==> src/pkg/mstc_pkg.sv <==
// Summary of operation
// RL1: Column strobe plays three 32-bit waveform words, bit 0 with row strobe assertion.
// RL2: Each waveform bit lasts one CPU cycle, or two when half-rate set.
// RL3: Mid word follows low word, high word follows mid, one sequence.
// RL4: Bit one holds column strobe high; bit zero drives it low.
// RL5: Count column pulses; release row strobe the cycle after the eighth ends.
// RL6: Software must encode all eight pulses, else the burst hangs.
// RL7: Full rate: lowest four bits one, each strobe level at least two cycles.
// RL8: Half rate: lowest two bits one, each strobe level at least one bit.
// RL9: Waveform words keep their contents through reset.
// RL10: Four static fields, two per register, per chip select, memory-clock timing.
// RL11: Reset loads bank zero field with slowest ROM pattern, width from pin.
// RL12: Type field: 00 ROM/Flash, 01 ROM/SRAM, 10 burst four, 11 burst eight.
// RL13: Width bit two: zero selects 32-bit bus, one selects 16-bit bus.
// RL14: First-access delay is field plus one plus one memory clock.
// RL15: Next-access delay and write pulse is field plus one plus one.
// RL16: After reads, recovery holds other banks and row strobe twice field clocks.
// RL17: Flash and SRAM banks also recover after writes before any access.
// RL18: Type 01 banks drive byte mask on the four column strobe pins.
// RL19: Software uses type 01 only without DRAM attached.
// RL20: Software sizes recovery field for turn-off, write-high and write-to-read.
// RL21: Shifter advances every CPU clock, or every memory clock when half-rate.
// RL22: Waveform and static registers read back the last written value.
`default_nettype none
package mstc_pkg;
    // Register byte offsets
    localparam logic [7:0] OFF_WAVE_LO = 8'h00;
    localparam logic [7:0] OFF_WAVE_MID = 8'h04;
    localparam logic [7:0] OFF_WAVE_HI = 8'h08;
    localparam logic [7:0] OFF_BANK_LO = 8'h0C;
    localparam logic [7:0] OFF_BANK_HI = 8'h10;
    localparam logic [7:0] OFF_DRAM_CFG = 8'h14;
    localparam logic [7:0] OFF_STATUS = 8'h18;
    // Field positions within a 16-bit bank field; HALF_BIT is in the DRAM config register
    localparam int TYPE_LSB = 0;
    localparam int WIDTH_BIT = 2;
    localparam int FIRST_LSB = 3;
    localparam int NEXT_LSB = 8;
    localparam int REC_LSB = 13;
    localparam int HALF_BIT = 6;
    // Reset values
    localparam logic [15:0] BANK0_RST = 16'hFFF8;
    localparam logic CFG_HALF_RST = 1'b0;
    // Counts
    localparam logic [6:0] WAVE_BITS = 7'h60;
    localparam logic [3:0] BURST_PULSES = 4'h8;
    localparam logic [3:0] BEATS_FOUR = 4'h4;
    localparam logic [3:0] BEATS_EIGHT = 4'h8;
    localparam int CPU_PER_MCLK = 2;
    // Memory types
    localparam logic [1:0] TYPE_FLASH = 2'h0;
    localparam logic [1:0] TYPE_SRAM = 2'h1;
    localparam logic [1:0] TYPE_BURST4 = 2'h2;
    localparam logic [1:0] TYPE_BURST8 = 2'h3;
    typedef enum logic [1:0] {
        ST_IDLE = 2'b00,
        ST_DRAM = 2'b01,
        ST_STAT = 2'b10
    } mstc_state_t;
endpackage
`default_nettype wire

==> src/verilog/mstc_top.sv <==
// The register offsets and the APB interface to the registers were chosen for this implementation.
`default_nettype none
module mstc_top (
    // Clock and reset
    input wire logic core_clk_i,
    input wire logic rst_i,
    // APB slave
    input wire logic psel_i,
    input wire logic penable_i,
    input wire logic pwrite_i,
    input wire logic [7:0] paddr_i,
    input wire logic [31:0] pwdata_i,
    output logic [31:0] prdata_o,
    output logic pready_o,
    output logic pslverr_o,
    // Boot width strap
    input wire logic boot_width_pin_i,
    // DRAM burst request
    input wire logic dram_req_i,
    output logic dram_ack_o,
    // Static access request
    input wire logic st_req_i,
    input wire logic [1:0] st_bank_i,
    input wire logic st_write_i,
    input wire logic [3:0] st_byte_en_i,
    output logic st_ack_o,
    output logic st_beat_o,
    output logic bus_width_o,
    // Memory pins
    output logic [3:0] column_strobe_n_o,
    output logic row_strobe_n_o,
    output logic [3:0] static_chip_select_n_o
);

    typedef struct packed {
        mstc_pkg::mstc_state_t st;
        logic [31:0] wave0;
        logic [31:0] wave1;
        logic [31:0] wave2;
        logic [31:0] bank_lo;
        logic [31:0] bank_hi;
        logic half;
        logic [1:0] pin_sync;
        logic [31:0] rdata;
        logic [6:0] idx;
        logic sub;
        logic [3:0] pulses;
        logic [3:0] col_n;
        logic row_n;
        logic [3:0] cs_n;
        logic [6:0] cnt;
        logic [3:0] beats;
        logic [1:0] bank;
        logic wr;
        logic [15:0] fld;
        logic [4:0] rec;
        logic [1:0] rec_bank;
        logic rec_all;
        logic dram_ack;
        logic st_ack;
        logic beat;
    } mstc_regs_t;

    mstc_regs_t s_q;
    mstc_regs_t s_d;
    logic [95:0] wave_all;
    logic [15:0] req_fld;
    logic wr_en;
    logic rd_setup;
    logic mapped;
    logic adv;
    logic st_go;
    logic nb;

    // Select one bank field
    function automatic logic [15:0] bank_field(input logic [31:0] lo,
                                               input logic [31:0] hi,
                                               input logic [1:0] b);
        logic [63:0] all;
        all = {hi, lo};
        return all[b * 16 +: 16];
    endfunction

    // Access time in CPU cycles minus one, from a five-bit delay
    function automatic logic [6:0] delay_cycles(input logic [4:0] f);
        return 7'((7'(f) + 7'd2) * 7'(mstc_pkg::CPU_PER_MCLK) - 7'd1);
    endfunction

    // Beats per read for a type
    function automatic logic [3:0] beats_of(input logic [1:0] t);
        logic [3:0] n;
        n = 4'h1;
        if (t == mstc_pkg::TYPE_BURST4) begin
            n = mstc_pkg::BEATS_FOUR;
        end else if (t == mstc_pkg::TYPE_BURST8) begin
            n = mstc_pkg::BEATS_EIGHT;
        end
        return n;
    endfunction

    assign wave_all = {s_q.wave2, s_q.wave1, s_q.wave0}; // [RL3]
    assign req_fld = bank_field(s_q.bank_lo, s_q.bank_hi, st_bank_i); // [RL10]
    assign wr_en = psel_i && penable_i && pwrite_i;
    assign rd_setup = psel_i && !penable_i;
    assign mapped = (paddr_i[1:0] == 2'b00) && (paddr_i <= mstc_pkg::OFF_STATUS);
    assign adv = !s_q.half || s_q.sub; // [RL2] [RL21]
    assign nb = (s_q.idx < mstc_pkg::WAVE_BITS) ? wave_all[s_q.idx] : 1'b1;
    assign st_go = st_req_i && (s_q.rec == 5'h00 ||
                   (st_bank_i == s_q.rec_bank && !s_q.rec_all)); // [RL16] [RL17]

    always_comb begin
        s_d = s_q;
        s_d.pin_sync = {s_q.pin_sync[0], boot_width_pin_i};
        s_d.dram_ack = 1'b0;
        s_d.st_ack = 1'b0;
        s_d.beat = 1'b0;
        if (s_q.rec != 5'h00) begin
            s_d.rec = s_q.rec - 5'h01;
        end
        // Register writes
        if (wr_en) begin
            unique case (paddr_i)
                mstc_pkg::OFF_WAVE_LO: s_d.wave0 = pwdata_i; // [RL22]
                mstc_pkg::OFF_WAVE_MID: s_d.wave1 = pwdata_i;
                mstc_pkg::OFF_WAVE_HI: s_d.wave2 = pwdata_i;
                mstc_pkg::OFF_BANK_LO: s_d.bank_lo = pwdata_i;
                mstc_pkg::OFF_BANK_HI: s_d.bank_hi = pwdata_i;
                mstc_pkg::OFF_DRAM_CFG: s_d.half = pwdata_i[mstc_pkg::HALF_BIT];
                default: s_d.rdata = s_d.rdata;
            endcase
        end
        // Read data captured in setup
        if (rd_setup) begin
            unique case (paddr_i)
                mstc_pkg::OFF_WAVE_LO: s_d.rdata = s_q.wave0;
                mstc_pkg::OFF_WAVE_MID: s_d.rdata = s_q.wave1;
                mstc_pkg::OFF_WAVE_HI: s_d.rdata = s_q.wave2;
                mstc_pkg::OFF_BANK_LO: s_d.rdata = s_q.bank_lo;
                mstc_pkg::OFF_BANK_HI: s_d.rdata = s_q.bank_hi;
                mstc_pkg::OFF_DRAM_CFG: s_d.rdata =
                    32'(s_q.half) << mstc_pkg::HALF_BIT;
                mstc_pkg::OFF_STATUS: s_d.rdata = {16'h0000, s_q.pulses,
                    3'b000, s_q.rec, s_q.row_n, s_q.st, s_q.rec_all};
                default: s_d.rdata = 32'h0000_0000;
            endcase
        end
        unique case (s_q.st)
            mstc_pkg::ST_IDLE: begin
                if (dram_req_i && s_q.rec == 5'h00) begin // [RL16]
                    s_d.st = mstc_pkg::ST_DRAM;
                    s_d.row_n = 1'b0;
                    s_d.col_n = {4{s_q.wave0[0]}}; // [RL1] [RL4]
                    s_d.idx = 7'h01;
                    s_d.sub = 1'b0;
                    s_d.pulses = 4'h0;
                end else if (st_go) begin
                    s_d.st = mstc_pkg::ST_STAT;
                    s_d.bank = st_bank_i;
                    s_d.wr = st_write_i;
                    s_d.fld = req_fld;
                    s_d.cs_n = ~(4'h1 << st_bank_i);
                    s_d.beats = st_write_i ? 4'h1 : beats_of(req_fld[1:0]); // [RL12]
                    s_d.cnt = st_write_i ? delay_cycles(req_fld[12:8]) // [RL15]
                                         : delay_cycles(req_fld[7:3]); // [RL14]
                    if (req_fld[1:0] == mstc_pkg::TYPE_SRAM) begin
                        s_d.col_n = ~st_byte_en_i; // [RL18]
                    end
                end
            end
            mstc_pkg::ST_DRAM: begin
                s_d.sub = ~s_q.sub;
                if (s_q.pulses == mstc_pkg::BURST_PULSES) begin
                    s_d.row_n = 1'b1; // [RL5]
                    s_d.col_n = 4'hF;
                    s_d.st = mstc_pkg::ST_IDLE;
                    s_d.dram_ack = 1'b1;
                end else if (adv && s_q.idx < mstc_pkg::WAVE_BITS) begin
                    s_d.col_n = {4{nb}}; // [RL4]
                    s_d.idx = s_q.idx + 7'h01; // [RL3]
                    if (nb && !s_q.col_n[0]) begin
                        s_d.pulses = s_q.pulses + 4'h1; // [RL5]
                    end
                end
            end
            mstc_pkg::ST_STAT: begin
                if (s_q.cnt != 7'h00) begin
                    s_d.cnt = s_q.cnt - 7'h01;
                end else begin
                    s_d.beat = 1'b1;
                    if (s_q.beats > 4'h1) begin
                        s_d.beats = s_q.beats - 4'h1;
                        s_d.cnt = delay_cycles(s_q.fld[12:8]); // [RL15]
                    end else begin
                        s_d.st = mstc_pkg::ST_IDLE;
                        s_d.cs_n = 4'hF;
                        s_d.col_n = 4'hF;
                        s_d.st_ack = 1'b1;
                        if (!s_q.wr || s_q.fld[1] == 1'b0) begin // [RL17]
                            s_d.rec = {s_q.fld[15:13], 2'b00}; // [RL16]
                            s_d.rec_bank = s_q.bank;
                            s_d.rec_all = s_q.wr;
                        end
                    end
                end
            end
            default: s_d.st = mstc_pkg::ST_IDLE;
        endcase
    end

    always_ff @(posedge core_clk_i) begin
        if (rst_i) begin
            // Waveform words and other bank fields keep their contents
            s_q.st <= mstc_pkg::ST_IDLE; // [RL9]
            s_q.pin_sync <= s_d.pin_sync;
            s_q.bank_lo[15:0] <= mstc_pkg::BANK0_RST |
                ({15'h0000, ~s_q.pin_sync[1]} << mstc_pkg::WIDTH_BIT); // [RL11]
            s_q.half <= mstc_pkg::CFG_HALF_RST;
            s_q.rdata <= 32'h0000_0000;
            s_q.idx <= 7'h00;
            s_q.sub <= 1'b0;
            s_q.pulses <= 4'h0;
            s_q.col_n <= 4'hF;
            s_q.row_n <= 1'b1;
            s_q.cs_n <= 4'hF;
            s_q.cnt <= 7'h00;
            s_q.beats <= 4'h0;
            s_q.bank <= 2'b00;
            s_q.wr <= 1'b0;
            s_q.fld <= 16'h0000;
            s_q.rec <= 5'h00;
            s_q.rec_bank <= 2'b00;
            s_q.rec_all <= 1'b0;
            s_q.dram_ack <= 1'b0;
            s_q.st_ack <= 1'b0;
            s_q.beat <= 1'b0;
        end else begin
            s_q <= s_d;
        end
    end

    assign prdata_o = s_q.rdata;
    assign pready_o = 1'b1;
    assign pslverr_o = psel_i && penable_i && !mapped;
    assign dram_ack_o = s_q.dram_ack;
    assign st_ack_o = s_q.st_ack;
    assign st_beat_o = s_q.beat;
    assign bus_width_o = s_q.fld[mstc_pkg::WIDTH_BIT]; // [RL13]
    assign column_strobe_n_o = s_q.col_n;
    assign row_strobe_n_o = s_q.row_n;
    assign static_chip_select_n_o = s_q.cs_n;

    // Cycles chip select has been low, for checking
    logic [7:0] cs_cyc_q;
    always_ff @(posedge core_clk_i) begin
        if (rst_i || s_q.cs_n == 4'hF) begin
            cs_cyc_q <= 8'h00;
        end else begin
            cs_cyc_q <= cs_cyc_q + 8'h01;
        end
    end
endmodule // mstc_top
`default_nettype wire

==> config.mk <==
export PLATFORM = sky130hd
export DESIGN_NAME = mstc_top
export DESIGN_NICKNAME = d
export VERILOG_FILES = /design/src/pkg/mstc_pkg.sv /design/src/verilog/mstc_top.sv
export SDC_FILE = /design/constraint.sdc
export NUM_CORES = 1
export LEC_CHECK = 0
export ABC_CLOCK_PERIOD_IN_PS = 6210
export BUFFER_PORTS_ARGS = -buffer_cell sky130_fd_sc_hd__buf_2
export CORE_MARGIN = 3
export CORE_UTILIZATION = 31
export DETAILED_ROUTE_END_ITERATION = 8
export GPL_TIMING_DRIVEN = 0
export PLACE_DENSITY = 0.43
export SYNTH_ARGS = -nofsm -noshare
export SYNTH_HDL_FRONTEND = slang
export SYNTH_SLANG_ARGS = --single-unit
export TNS_END_PERCENT = 1
==> constraint.sdc <==
create_clock -name core_clk_i -period 6.21 [get_ports core_clk_i]
set_clock_uncertainty 0.1 [all_clocks]
set_input_delay 1.242 -clock core_clk_i [delete_from_list [all_inputs] [get_ports core_clk_i]]
set_output_delay 1.242 -clock core_clk_i [all_outputs]
set_load 0.02 [all_outputs]
[After elaboration in Yosys (flattened, before gate mapping)]
Index checks and enable logic that the tools add are counted.
Word-level totals
  flip-flop bits (word level): 259
  input bits: 55
  logic and storage cells: 185
Operators by class
  $add $sub $neg: 11
  $lt $le $gt $ge: 4
  equality and inequality tests: 27
  shift-type cells: 2
  mux-type cells: 50
  bitwise logic cells: 11
  reduce and logical (&&, ||, !) cells: 52
Operator list (count)
  32-bit one-hot mux with 7 select lines: 1
  34-bit two-way mux: 2
  64-bit by 7-bit indexed part select with 16-bit output: 1
  4-bit two-way mux: 12
  8-bit two-way mux: 5
  36-bit two-way mux: 1
  32-bit two-way mux: 1
  15-bit one-hot mux with 2 select lines: 1
  7-bit two-way mux: 4
  7-bit by 1-bit subtractor with 7-bit output, second input constant: 4
  8-bit by 5-bit equality test with 1-bit output, second input constant: 3
  12-bit one-hot mux with 2 select lines: 1
  3-bit AND reduction: 7
  2-bit != test, second input constant: 10
  5-bit by 2-bit adder with 6-bit output, second input constant: 3
  8-bit by 4-bit equality test with 1-bit output, second input constant: 2
  4-bit AND reduction: 4
  5-bit AND reduction: 3
  12-bit two-way mux: 1
  2-bit two-way mux: 6
  3-bit != test, second input constant: 4
  4-bit one-hot mux with 3 select lines: 1
  11-bit two-way mux: 1
  1-bit logical AND: 10
  other kinds (35): 69

[Depth between registers and ports, before layout]
  depth in word-level cells: 8
  depth in mapped cells: 11

[Least setup slack after synthesis]
No wires, ideal clock.
  kind: input to register
  from: input paddr_i[0]
  to: register s_q[100] in the netlist's numbering (enable)
  data arrival time: 5123 ps
  data required time: 5609 ps
  setup slack: 485 ps
  cell stages on the path: 4
  buffers on the path: 0
  cell sequence: or4_1 > nor2_1 > nand2_1 > nor4_1
On the way
  longest elaborated chain between the ends: 2
Ends and longest elaborated chain
  start, declared: line mstc_top.sv:11  | input wire logic [7:0] paddr_i,
  8-bit by 5-bit equality test with 1-bit output: line mstc_top.sv:122  | unique case (paddr_i)
  3-bit AND reduction (no source line)
  end, declared: line mstc_top.sv:64  | mstc_regs_t s_q;
No other way between the ends.
A chain may end at the register's enable or synchronous reset.

[Worst setup path after layout]
  from: input paddr_i[0]
  to: register s_q[242] in the netlist's numbering (enable)
On the way
  longest elaborated chain between the ends: 2
Ends and longest elaborated chain (line)
  8-bit zero test: mstc_top.sv:122
  3-bit AND reduction (no source line)
No other way between the ends.

==> metrics.md <==
| Metric | Value |
|---|---|
| Critical path class | `input port to register` |
| Initial antenna violation count | `1` |
| # nets final | `1156` |
| Post-Synthesis Net Count | `1017` |
| Crit Path Max Fanout | `17` |
| Most common cell after layout, fill and taps aside | `edfxtp_1` |
| Post-DR vias/cell | `5.40` |
| Internal power | `3.49 mW` |
| Avg Inst Size Synth | `12.8 um^2` |
| Number of synthesized flops with an enable pin | `145` |
| Drt total wl | `43.3 mm` |
| DR DRC count | `0` |
| Routability cong. | `0.881` |
| Die Footprint | `41200 um^2` |
| Post-synth cell types | `76` |
| Fraction of synthesized area in multiplexers | `14.3%` |
| Static leakage | `5.12 nW` |
| Fillers | `3750` |
| Synth Instances | `943` |
| Total number of yosys warnings | `0` |
| Adder-Cell Fraction of Synth Area | `1.98%` |
| RSZ-0062 raised after global routing | `false` |
| R2R cell count | `9` |
| Post-CTS Setup Inserts | `0` |
| Detail Placement HPWL | `31.9 mm` |
| Die Height | `203 um` |
| XOR/XNOR share of the synthesized area | `1.60%` |
| Worst EP arrival | `4800 ps` |
| Final instance area | `14400 um^2` |
| Largest family of logic cells by synthesized area | `multiplexers` |
| Largest area contributor in the netlist | `edfxtp_1` |
| Max transition margin | `19.7%` |
| Post-DP Area | `13300 um^2` |
| Storage element area | `6520 um^2` |
| Vias in the first global route | `8847` |
| Async set-reset flop share out of synthesis | `0%` |
| Core Footprint | `37900 um^2` |
| Setup WS post-layout | `1590 ps` |
| Primary FF master, synth | `edfxtp_1` |
| Clk Latency, worst-skew pair | `600 ps` |
| Post-DR wirelength/cell | `26.8 um` |
| Final worst-path cycle share | `74.4%` |
| Hold Vio Cnt, Final | `0` |
| Number of buffers added on ports | `99` |
| RR Startpoint | `s_q[6]` |
| VDD IR-drop max | `229 uV` |
| Antenna-violating nets left | `0` |
| Pin count of the biggest net entering global routing | `20` |
| Util after Layout | `37.9%` |
| Pwr Total | `5.04 mW` |
| H-tree depth | `1` |
| Pwr per Cell Area | `351 nW/um^2` |
| Worst-case clock buffer depth | `3` |
| Setup crit end kind | `register` |
| Width of the die | `203 um` |
| Num CTS Buffers | `30` |
| Clk slew on worst S/H paths | `60 ps` |
| CTS root buf | `clkbuf_16` |
| Switch Pwr | `1.55 mW` |
| WP data required | `6390 ps` |
| Mapped cell area | `12000 um^2` |
| R2r endpoint | `column_strobe_n_o[2]` |
| R2r setup slk | `2780 ps` |
| WHS Path Cells | `0` |
| Yosys top cell area share | `36.2%` |
| Sw Share | `30.7%` |
| Synth Area in Simple Gates | `9.12%` |
| Tot GR Track Use | `20.9%` |
| CP startpoint kind | `input port` |
| Peak Freq | `216 MHz` |
| First-pass GRT wire length | `62.7 mm` |
| Sequential area share after synthesis | `54.1%` |
| Cts hold-fix bufs | `0` |
| Initial Util | `31.7%` |
| Most frequent cells in the layout | `edfxtp_1 (145), dfxtp_1 (108), buf_2 (106), nor2_1 (73)` |
| Multi-input logic area | `4840 um^2` |
| GRT overflow | `0` |
| WHS Endpoint | `s_q[95]` |
| Clock power share | `37.0%` |
| Diodes inserted | `0` |
| Pre-CTS setup slack | `1070 ps` |
| TritonCTS Sinks | `253` |
| Worst-margin pin slew | `1200 ps` |
| Hold_sp | `s_d[95]` |
| Pins over their slew limit | `0` |
| Ports | `102` |
| DRT Pass-1 Iters | `5` |
| Worst hold slack | `237 ps` |
| 1st-iter DRT viols | `763` |
| Area grow syn2layout | `19.3%` |
| Max-Cap Viols | `0` |
| Vias | `8739` |
| FP Rows | `71` |
| Worst Hold Class | `register to register` |
| Layout cell share with drive strength beyond 1 | `25.3%` |
| Synth Register Bits | `253` |
| Logic pwr share | `23.7%` |
| CTS tree | `built` |
| Synth Area in Compound Gates | `13.0%` |
| Synth top area cells | `edfxtp_1 (36%), dfxtp_1 (18%), mux4_2 (8.2%), a221oi_1 (3.3%), mux4_1 (3.3%)` |
| Status | `finished, final reports clean` |
| Number of endpoints failing setup at the final stage | `0` |
| Sequential share of power | `39.3%` |
| Post-CTS sizing | `0` |
| Min Tclk post-route | `4620 ps` |
Yosys cell counts (7+ instances only):
cell      count
a31oi_1       9
buf_4        42
ha_1         19
clkbuf_1     40
nor2b_1      11
buf_2         7
xnor2_1      13
dfxtp_1     108
edfxtp_1    145
nor3_1       33
mux2i_1      29
mux4_2       44
mux4_1       15
nand2b_1      9
o22a_1       16
inv_1        23
nand2_1      38
a22o_1       15
a21oi_1      41
xor2_1        9
a221oi_1     46
nand3_1      14
nor2_1       73
o21ai_0      32
o211ai_1      8
state kept, by name (all words and copies together) (netlist names):
| name | count |
|---|---|
| bus_width_o | 1 |
| column_strobe_n_o | 4 |
| dram_ack_o | 1 |
| prdata_o | 32 |
| row_strobe_n_o | 1 |
| s_d | 1 |
| s_q | 207 |
| st_ack_o | 1 |
| st_beat_o | 1 |
| static_chip_select_n_o | 4 |
power groups by stage:
stage	registers, mW	clock network (mW)	logic, mW
after floorplan	1.98	0	0.874
after global placement	2.02	0	1.20
after detailed placement	2.02	0	1.20
after CTS	1.98	1.89	1.20
after global routing	2.00	1.97	1.33
final	1.98	1.86	1.20
kinds of logic after synthesis:
logic type | Yosys count
AO/OA/AOI/OAI | 211
multiplexers | 92
XOR/XNOR | 22
flip-flops | 253
other | 1
adder cells (fa/ha/maj) | 19
AND/OR/NAND/NOR | 220
buffers and inverters | 125
stage by stage:
stage / std cells / TNS [ps]
floorplan: 943 / 0
global placement: 1553 / -191280
detailed placement: 1561 / 0
CTS: 1617 / 0
global route: 1617 / 0
finish: 1617 / 0
per-layer routing:
| layer | vias to the layer above | routed length (um) | track usage (%) |
|---|---|---|---|
| met5 | - | 11 | 0 |
| met4 | 2 | 1220 | 5.73 |
| met3 | 66 | 2540 | 3.48 |
| met2 | 336 | 20600 | 34.7 |
| met1 | 4415 | 19000 | 28.4 |
| li1 | 3920 | - | - |
area by class of cell:
type | instances | share of cell area [%]
Clock inverter | 16 | 1.44
Clock buffer | 40 | 5.91
Sequential cell | 253 | 45.4
Tap cell | 511 | 4.45
Timing Repair Buffer | 107 | 4.21
Multi-Input combinational cell | 565 | 33.7
Buffer | 102 | 4.33
Inverter | 23 | 0.601
worst max-delay path by stage:
stage	end	slack, ps	startpoint	cells past startpoint
finish	s_q[242]	1590	paddr_i[0]	7
global route	s_q[226]	1540	paddr_i[0]	7
CTS	s_q[226]	1670	paddr_i[0]	7
detailed placement	s_q[248]	1070	paddr_i[0]	7
global placement	s_q[110]	-3100	paddr_i[0]	5
floorplan	s_q[100]	490	paddr_i[0]	4
critical path, cell delays in order:
cell and delay, ps:
buf_2 90, or4_1 530, nor3_1 630, nor3b_1 740, clkbuf_1 570, nor2b_4 730, buf_16 260
(Power assumes the default switching activity.)
